===== config.mk =====
export PLATFORM = sky130hd
export DESIGN_NAME = spu_top
export DESIGN_NICKNAME = d
export VERILOG_FILES = /design/src/spu_pkg.sv /design/src/spu_top.sv
export SDC_FILE = /design/constraint.sdc
export NUM_CORES = 1
export LEC_CHECK = 0
export BUFFER_PORTS_ARGS = -buffer_cell sky130_fd_sc_hd__clkbuf_2
export CAP_MARGIN = 20
export CORE_UTILIZATION = 30
export CTS_BUF_LIST = sky130_fd_sc_hd__clkbuf_4
export DETAILED_ROUTE_END_ITERATION = 12
export GPL_TIMING_DRIVEN = 0
export MAX_ROUTING_LAYER = met4
export SYNTH_ARGS = -nofsm -noshare
export SYNTH_HDL_FRONTEND = slang
export SYNTH_SLANG_ARGS = --single-unit

===== constraint.sdc =====
create_clock -name MCLK -period 4.7 [get_ports MCLK]
set_clock_uncertainty 0.05 [all_clocks]
set_input_delay 0.235 -clock MCLK [delete_from_list [all_inputs] [get_ports MCLK]]
set_output_delay 0.235 -clock MCLK [all_outputs]
set_load 0.02 [all_outputs]

===== src/spu_pkg.sv =====
// Shared constants and types for the system protection unit
package spu_pkg;
  // ----------------------------------------------------------
  // Peripheral base register layout
  // ----------------------------------------------------------
  localparam logic [11:0] PBASE_LOC = 12'h0c0f;
  localparam int          BASE_LSB  = 10;
  localparam int          VALID_BIT = 0;
  localparam int          MASK_LSB  = 1;
  localparam int          MASK_W    = 5;
  // ----------------------------------------------------------
  // Local register selects
  // ----------------------------------------------------------
  localparam logic [1:0] SEL_PROT = 2'h0;
  localparam logic [1:0] SEL_VEC  = 2'h1;
  localparam logic [1:0] SEL_SVC  = 2'h2;
  // ----------------------------------------------------------
  // Values and timing
  // ----------------------------------------------------------
  localparam logic [7:0]  SVC_FIRST   = 8'h55;
  localparam logic [7:0]  SVC_SECOND  = 8'haa;
  localparam logic [7:0]  SPUR_VEC    = 8'h18;
  localparam logic [7:0]  VEC_RESET   = 8'h0f;
  localparam logic [5:0]  RESET_OUT_PIN_CYCLES = 6'h20;
  localparam logic [2:0]  LINE_BEATS  = 3'h4;
  localparam logic [2:0]  ONE_BEAT    = 3'h1;
  localparam logic [3:0]  BM_EXP_MAX  = 4'ha;
  // ----------------------------------------------------------
  // Protection control fields
  // ----------------------------------------------------------
  typedef struct packed {
    logic       wd_en;
    logic       wd_rst;
    logic [1:0] wd_time;
    logic       wd_pre;
    logic       bm_en;
    logic [1:0] bm_time;
  } spu_prot_type;
  localparam spu_prot_type PROT_RESET = 8'h00;
  // Monitor states
  typedef enum logic [1:0] {
    SPU_IDLE = 2'b01,
    SPU_BUSY = 2'b10
  } spu_mon_type;
endpackage : spu_pkg


===== src/spu_top.sv =====
// Protection unit: base decode, bus monitor, spurious vector, watchdog
// Functional notes
// - Supervisor-only write of base at C0F
// - Base readable only in debug mode
// - Reset clears valid bit only
// - Valid base compares upper 22 address bits
// - Masked address spaces go external
// - Monitor timeout raises transfer error
// - Error termination aborts current transfer
// - Timeout 128, 256, 512 or 1024
// - Count from start strobe to final ack
// - Internal cycles always monitored
// - Protection control written once only
// - Error on acknowledge gives vector 24
// - No pending level gives vector 24
// - Unanswered acknowledge gives access error
// - Watchdog timeout resets or interrupts
// - Watchdog reset sets cause bit
// - Reset output held 32 cycles
// - Watchdog vector stored 8 bits
// - Prescaler and timing bits set period
// - Service is 55 then AA
// - Watchdog served with stored vector
`timescale 1ns/1ps
module spu_top #(
  parameter int WD_EXP_BASE = 9,
  parameter int WD_EXP_PRE  = 9
) (
  input  wire logic        MCLK,
  input  wire logic        RESETN,
  input  wire logic        CRM_WR,
  input  wire logic [11:0] CRM_LOC,
  input  wire logic        CRM_SUPV,
  input  wire logic [31:0] CRM_DATA,
  input  wire logic        DBG_MODE,
  input  wire logic        ACC_REQ,
  input  wire logic [31:0] ACC_ADDR,
  input  wire logic [4:0]  ACC_SPACE,
  input  wire logic        REG_WR,
  input  wire logic [1:0]  REG_SEL,
  input  wire logic [7:0]  REG_WDATA,
  input  wire logic        TS_PIN,
  input  wire logic        TA_PIN,
  input  wire logic        ATA_PIN,
  input  wire logic        TEA_PIN,
  input  wire logic        CYC_INTERNAL,
  input  wire logic        CYC_LINE,
  input  wire logic        IACK_START,
  input  wire logic        IACK_PEND,
  input  wire logic        WDT_IACK,
  input  wire logic        RESET_OUT_PIN_SEL,
  output logic             INT_HIT,
  output logic             EXT_RUN,
  output logic [31:0]      DBG_BASE,
  output logic             CFG_LOCKED,
  output logic             BUS_ERROR,
  output logic             XFER_ABORT,
  output logic             VEC_VALID,
  output logic [7:0]       VEC_NUM,
  output logic             WDT_IRQ,
  output logic             SYS_RESET,
  output logic             RESET_OUT,
  output logic             WDT_RST_FLAG
);
  // ----------------------------------------------------------
  // Pin synchronisers
  // ----------------------------------------------------------
  logic [3:0] pin_s1_reg;
  logic [3:0] pin_s2_reg;
  logic       ts_s, ta_s, ata_s, tea_s;
  // Two flops on every bus pin; only stage two is read
  always_ff @(posedge MCLK) begin
    if (!RESETN) begin
      pin_s1_reg <= 4'h0;
      pin_s2_reg <= 4'h0;
    end else begin
      pin_s1_reg <= {TEA_PIN, ATA_PIN, TA_PIN, TS_PIN};
      pin_s2_reg <= pin_s1_reg;
    end
  end
  assign {tea_s, ata_s, ta_s, ts_s} = pin_s2_reg;

  // ----------------------------------------------------------
  // State declarations
  // ----------------------------------------------------------
  logic [31:0]          pbase_reg, pbase_next;
  spu_pkg::spu_prot_type prot_reg, prot_next;
  logic                 locked_reg, locked_next;
  logic [7:0]           wvec_reg, wvec_next;
  logic                 hit_reg, hit_next, ext_reg, ext_next;
  logic [31:0]          dbg_reg, dbg_next;
  spu_pkg::spu_mon_type mon_reg, mon_next;
  logic [10:0]          mcnt_reg, mcnt_next;
  logic [2:0]           acks_reg, acks_next, need_reg, need_next;
  logic                 watch_reg, watch_next;
  logic                 iack_reg, iack_next;
  logic                 berr_reg, berr_next, abort_reg, abort_next;
  logic                 vv_reg, vv_next;
  logic [7:0]           vnum_reg, vnum_next;
  logic [31:0]          wcnt_reg, wcnt_next;
  logic                 armed_reg, armed_next, irq_reg, irq_next;
  logic [5:0]           rcnt_reg, rcnt_next;
  logic                 reset_out_pin_reg, reset_out_pin_next, flag_reg, flag_next;
  logic                 sysr_reg, sysr_next;
  logic [10:0]          bm_limit;
  logic [31:0]          wd_limit;
  logic                 masked, svc_done, wd_tmo, int_rst;

  // Limits: monitor 2^(10-bm_time), watchdog by prescale and time
  always_comb begin
    bm_limit = 11'(11'h001
               << (spu_pkg::BM_EXP_MAX - 4'(prot_reg.bm_time)));
    wd_limit = 32'((32'h0000_0001 << (WD_EXP_BASE + 2 * prot_reg.wd_time
               + (prot_reg.wd_pre ? WD_EXP_PRE : 0))) - 1);
  end
  assign masked   = |(pbase_reg[spu_pkg::MASK_LSB +: spu_pkg::MASK_W]
                      & ACC_SPACE);
  assign svc_done = REG_WR && REG_SEL == spu_pkg::SEL_SVC && armed_reg
                    && REG_WDATA == spu_pkg::SVC_SECOND;
  assign wd_tmo   = prot_reg.wd_en && wcnt_reg >= wd_limit && !svc_done;
  assign int_rst  = rcnt_reg == 6'h01;

  // ----------------------------------------------------------
  // Configuration and address decode
  // ----------------------------------------------------------
  always_comb begin
    pbase_next  = pbase_reg;
    prot_next   = prot_reg;
    locked_next = locked_reg;
    wvec_next   = wvec_reg;
    if (CRM_WR && CRM_SUPV && CRM_LOC == spu_pkg::PBASE_LOC)
      pbase_next = CRM_DATA;
    if (REG_WR && REG_SEL == spu_pkg::SEL_PROT && !locked_reg) begin
      prot_next   = spu_pkg::spu_prot_type'(REG_WDATA);
      locked_next = 1'b1;
    end
    if (REG_WR && REG_SEL == spu_pkg::SEL_VEC)
      wvec_next = REG_WDATA;
    // Internal watchdog reset clears valid bit, protection control and lock; stored vector keeps its value
    if (int_rst) begin
      pbase_next[spu_pkg::VALID_BIT] = 1'b0;
      prot_next   = spu_pkg::PROT_RESET;
      locked_next = 1'b0;
    end
    hit_next = ACC_REQ && pbase_reg[spu_pkg::VALID_BIT] && !masked
               && pbase_reg[31:spu_pkg::BASE_LSB]
                  == ACC_ADDR[31:spu_pkg::BASE_LSB];
    ext_next = ACC_REQ && !hit_next;
    dbg_next = DBG_MODE ? pbase_reg : 32'h0000_0000;
  end

  // Of the base register only the valid bit has a reset value; base stays as it was
  always_ff @(posedge MCLK) begin
    pbase_reg <= pbase_next;
    if (!RESETN) begin
      pbase_reg[spu_pkg::VALID_BIT] <= 1'b0;
      prot_reg   <= spu_pkg::PROT_RESET;
      locked_reg <= 1'b0;
      wvec_reg   <= spu_pkg::VEC_RESET;
      hit_reg    <= 1'b0;
      ext_reg    <= 1'b0;
      dbg_reg    <= 32'h0000_0000;
    end else begin
      prot_reg   <= prot_next;
      locked_reg <= locked_next;
      wvec_reg   <= wvec_next;
      hit_reg    <= hit_next;
      ext_reg    <= ext_next;
      dbg_reg    <= dbg_next;
    end
  end

  // ----------------------------------------------------------
  // Bus monitor and spurious vector
  // ----------------------------------------------------------
  always_comb begin
    mon_next   = mon_reg;
    mcnt_next  = mcnt_reg;
    acks_next  = acks_reg;
    need_next  = need_reg;
    watch_next = watch_reg;
    iack_next  = iack_reg;
    berr_next  = 1'b0;
    abort_next = 1'b0;
    vv_next    = 1'b0;
    vnum_next  = vnum_reg;
    if (IACK_START && !IACK_PEND) begin
      vv_next   = 1'b1;
      vnum_next = spu_pkg::SPUR_VEC;
    end else if (IACK_START) begin
      iack_next = 1'b1;
    end
    case (mon_reg)
      spu_pkg::SPU_IDLE: begin
        if (ts_s) begin
          mon_next   = spu_pkg::SPU_BUSY;
          mcnt_next  = 11'h000;
          acks_next  = 3'h0;
          need_next  = CYC_LINE ? spu_pkg::LINE_BEATS : spu_pkg::ONE_BEAT;
          watch_next = CYC_INTERNAL || prot_reg.bm_en || iack_next;
        end
      end
      spu_pkg::SPU_BUSY: begin
        mcnt_next = mcnt_reg + 11'h001;
        if (tea_s) begin
          mon_next   = spu_pkg::SPU_IDLE;
          abort_next = 1'b1;
          if (iack_reg) begin
            vv_next   = 1'b1;
            vnum_next = spu_pkg::SPUR_VEC;
            iack_next = 1'b0;
          end
        end else if (mcnt_reg >= bm_limit - 11'h001) begin
          // Unwatched cycles are released silently at the limit, so
          // the count never runs away and later starts are still seen
          mon_next  = spu_pkg::SPU_IDLE;
          berr_next = watch_reg;
          iack_next = 1'b0;
        end else if (ta_s || ata_s) begin
          acks_next = acks_reg + 3'h1;
          if (acks_reg + 3'h1 == need_reg) begin
            mon_next  = spu_pkg::SPU_IDLE;
            iack_next = 1'b0;
          end
        end
      end
      default: mon_next = spu_pkg::SPU_IDLE;
    endcase
    if (WDT_IACK && irq_reg) begin
      vv_next   = 1'b1;
      vnum_next = wvec_reg;
    end
  end

  // Registers of the monitor group
  always_ff @(posedge MCLK) begin
    if (!RESETN || int_rst) begin
      mon_reg   <= spu_pkg::SPU_IDLE;
      mcnt_reg  <= 11'h000;
      acks_reg  <= 3'h0;
      need_reg  <= 3'h1;
      watch_reg <= 1'b0;
      iack_reg  <= 1'b0;
      berr_reg  <= 1'b0;
      abort_reg <= 1'b0;
      vv_reg    <= 1'b0;
      vnum_reg  <= 8'h00;
    end else begin
      mon_reg   <= mon_next;
      mcnt_reg  <= mcnt_next;
      acks_reg  <= acks_next;
      need_reg  <= need_next;
      watch_reg <= watch_next;
      iack_reg  <= iack_next;
      berr_reg  <= berr_next;
      abort_reg <= abort_next;
      vv_reg    <= vv_next;
      vnum_reg  <= vnum_next;
    end
  end

  // ----------------------------------------------------------
  // Software watchdog and reset sequencer
  // ----------------------------------------------------------
  always_comb begin
    wcnt_next  = prot_reg.wd_en ? wcnt_reg + 32'h0000_0001 : 32'h0000_0000;
    armed_next = armed_reg;
    irq_next   = irq_reg;
    rcnt_next  = rcnt_reg == 6'h00 ? 6'h00 : rcnt_reg - 6'h01;
    reset_out_pin_next  = rcnt_next != 6'h00 && reset_out_pin_reg;
    flag_next  = flag_reg;
    // Other writes between the two steps keep the sequence armed
    if (REG_WR && REG_SEL == spu_pkg::SEL_SVC
        && REG_WDATA == spu_pkg::SVC_FIRST)
      armed_next = 1'b1;
    if (svc_done) begin
      armed_next = 1'b0;
      wcnt_next  = 32'h0000_0000;
      irq_next   = 1'b0;
    end
    if (wd_tmo) begin
      wcnt_next = 32'h0000_0000;
      if (prot_reg.wd_rst) begin
        rcnt_next = spu_pkg::RESET_OUT_PIN_CYCLES;
        reset_out_pin_next = RESET_OUT_PIN_SEL;
        flag_next = 1'b1;
      end else begin
        irq_next = 1'b1;
      end
    end
    if (int_rst) begin
      armed_next = 1'b0;
      irq_next   = 1'b0;
    end
    sysr_next = rcnt_next != 6'h00;
  end

  // Cause flag survives the internal reset, cleared only by RESETN
  always_ff @(posedge MCLK) begin
    if (!RESETN) begin
      wcnt_reg  <= 32'h0000_0000;
      armed_reg <= 1'b0;
      irq_reg   <= 1'b0;
      rcnt_reg  <= 6'h00;
      reset_out_pin_reg  <= 1'b0;
      flag_reg  <= 1'b0;
      sysr_reg  <= 1'b0;
    end else begin
      wcnt_reg  <= wcnt_next;
      armed_reg <= armed_next;
      irq_reg   <= irq_next;
      rcnt_reg  <= rcnt_next;
      reset_out_pin_reg  <= reset_out_pin_next;
      flag_reg  <= flag_next;
      sysr_reg  <= sysr_next;
    end
  end

  // Outputs, all straight from flops
  assign INT_HIT      = hit_reg;
  assign EXT_RUN      = ext_reg;
  assign DBG_BASE     = dbg_reg;
  assign CFG_LOCKED   = locked_reg;
  assign BUS_ERROR    = berr_reg;
  assign XFER_ABORT   = abort_reg;
  assign VEC_VALID    = vv_reg;
  assign VEC_NUM      = vnum_reg;
  assign WDT_IRQ      = irq_reg;
  assign SYS_RESET    = sysr_reg;
  assign RESET_OUT    = reset_out_pin_reg;
  assign WDT_RST_FLAG = flag_reg;
endmodule : spu_top


==> out/results.ini <==
[run_status]
status=complete, no violations

[synth]
synthCells=657
synthArstFlopShare=0
synth.area.top_cells=dfxtp_1 40%, edfxtp_1 14%, ha_1 6.1%
syn_area_um2=6738
synth_top_flop_cell=dfxtp_1
synth_top_area_share=0.3981
ys_ff_latch=165
syn_avg_cell_area_um2=10.26
synth_cell_type_count=64
ys_seq_area_frac=0.5363
yosysTopAreaCell=dfxtp_1
yosysWarnings=0
synth_edf_count=31

[drt]
wirelength_mm=17.18
ant_nets=0
drtIter0Drc=199
drt_pass1_iterations=4
via_per_inst=4.586
via_count=5476
drc=0
wl_per_cell_um=14.39

[placement]
dpl_worst_slack_ns=1.939
gp_congestion=0.8006
dpl.hpwl_mm=12.71
port_buffers=147

[cts]
cts_setup_buffers=0
cts_max_level=4
hold_buffers=59
cts_buffer_depth=2
cts.clk_slew.worst_paths_ns=0.16
root_buffer=clkbuf_4
clock_latency_ns=0.58
cts_tree=built
ctsResizeCount=0
clkSinkCount=165
numCtsBuffers=17

[power]
p_total_uw=2772
p_comb_frac=0.146
pwr-share-clk=0.302
p_int_uw=1917
leakagePower_uw=0.003759
p_switching_uw=855.6
sw_frac_of_total=0.3086
ir_drop_mv=0.1989
powerDensity_nw_per_um2=315.4
seq_power_share=0.552

[finish]
fin_util=0.4016
fillers=2193
drive_gt1_frac=0.2226
nets=1040
area_growth_pct=30.47

[timing]
period_needed_ns=2.783
max_freq_mhz=359.3
setup_violations=0
drv_slew=0
period_share=0.5922
setup_slack_ns=1.917
worst_pin_slew_ns=0.9840
relSlewSlack=0.3389
hold_violations=0
rsz0062_at_grt=no

[floorplan]
core_area_um2=21890
chipWidth_um=151.9
die_area_um2=23060
rows=54
start_util=0.3078
io_pins=158
fp.dieH_um=151.9

[global_routing]
grt.overflow.total=0
grt_start_max_net_pins=19
antenna_found_initial=1
grt_pass1_vias=5471
grt_use_total=0.1567
grt_first_pass_wirelength_mm=27.46

[critical_path]
worst_ep_required_time_ns=5.14
crit_path_start=prot_reg[3]$_SDFFE_PP0P_
start_kind=flip-flop
critPathCaptureType=flip-flop
criticalPathCategory=reg -> reg
path_max_fanout=10
cp.arrival_ns=3.23
worstReg2RegStart=prot_reg[3]$_SDFFE_PP0P_

[worst_hold_path]
hold_path_startpoint=ACC_ADDR[15]
hp-class=in -> reg

[job]
maxCapViolCount=0

[cell families (layout without fill, tap and decap cells)]
| logic type | after synthesis | in the layout | share of synthesized area |
|---|---|---|---|
| AO/OA/AOI/OAI | 76 | 76 | 0.07799 |
| XOR/XNOR | 57 | 57 | 0.07409 |
| adder cells (fa/ha/maj) | 33 | 33 | 0.06128 |
| buffers and inverters | 33 | 275 | 0.02006 |
| flip-flops | 165 | 165 | 0.5363 |
| multiplexers | 11 | 11 | 0.01653 |
| other | 1 | 16 | 0.0005566 |
| AND/OR/NAND/NOR | 281 | 281 | 0.2132 |
[worst paths after layout]
kind                              end  slack [ns]  cells after the start
max           wcnt_reg[14]$_SDFF_PP0_        1.92                     10
min                INT_HIT$_SDFF_PN0_        0.08                      5
max reg2reg   wcnt_reg[14]$_SDFF_PP0_        1.92                     10
min reg2reg  pin_s2_reg[3]$_SDFF_PN0_        0.41                      1
[metal layers]
metal | wire length, um | part of all wire | global-route usage
met1 | 7641 | 0.44 | 0.1867
met2 | 7705 | 0.45 | 0.2429
met3 | 1498 | 0.087 | 0.05362
met4 | 335 | 0.019 | 0.06000
met5 | 0 | 0 | -
[cell usage after synthesis, types with 3 or more instances]
cell,number
a21oi_1,28
a22oi_1,7
a31oi_1,4
and2_1,11
and3_1,35
and3b_1,3
clkbuf_1,17
dfxtp_1,134
edfxtp_1,31
ha_1,33
inv_1,12
mux2i_1,10
nand2_1,67
nand2b_1,5
nand3_1,16
nand3b_1,4
nand4_1,11
nor2_1,75
nor2b_1,6
nor3_1,13
nor3b_1,4
nor4_1,8
nor4b_1,3
o21ai_0,9
or3_1,4
xnor2_1,22
xor2_1,35
[cell usage in the layout, fill, tap and decap left out, types with 5 or more instances in the layout]
cell type      count
clkbuf_2         147
nand2b_1           5
nand3_1           16
a22oi_1            7
and2_1            11
inv_6              5
and3_1            35
dfxtp_1          134
nor2_1            75
nor4_1             8
dlygate4sd3_1     59
o21ai_0            9
edfxtp_1          31
a21oi_1           28
conb_1            14
nor2b_1            6
xnor2_1           22
nand2_1           67
nand4_1           11
clkbuf_1          17
nor3_1            13
clkbuf_4          17
xor2_1            35
inv_1             12
mux2i_1           10
ha_1              33
[power by group through the flow]
| stage | clock (uW) | sequential, uW | combinational, uW |
|---|---|---|---|
| floorplan | 0 | 1580 | 209 |
| global placement | 0 | 1560 | 361 |
| detailed placement | 0 | 1560 | 367 |
| CTS | 866 | 1530 | 407 |
| global route | 929 | 1540 | 451 |
| finish | 837 | 1530 | 404 |
[cell type report]
cell class	count	area [um^2]	area share
clock buffers	17	127.6	0.01452
well taps	280	350.3	0.03985
clock inverters	15	155.1	0.01765
plain buffers	21	90.09	0.01025
multi-input cells	472	3044	0.3463
repair buffers	210	1360	0.1547
inverters	12	45.04	0.005124
diodes	2	5.005	0.0005693
flip-flops and latches	165	3613	0.4110
[through the flow]
step / instance area (um^2) / hold WS, ns / std cells / TNS (ns)
6_report: 8791 / 0.08246 / 1194 / 0
5_1_grt: 8788 / 0.05545 / 1193 / 0
4_1_cts: 8786 / 0.04858 / 1192 / 0
3_5_place_dp: 7913 / 0.3636 / 1101 / 0
3_3_place_gp: 7873 / 0.3619 / 1097 / -54.62
2_1_floorplan: 6787 / 0.2839 / 670 / 0
[worst max-delay path, stage by stage (launching register included)]
cell and delay [ns]:
dfxtp_1 0.48, clkbuf_1 0.37, inv_1 0.08, ha_1 0.30, a21o_1 0.16, a21oi_1 0.14, o21ai_1 0.13, a221oi_4 0.41
nand3_2 0.25, buf_4 0.24, nor2_1 0.10
No activity file was read; power rests on OpenSTA's default activity.
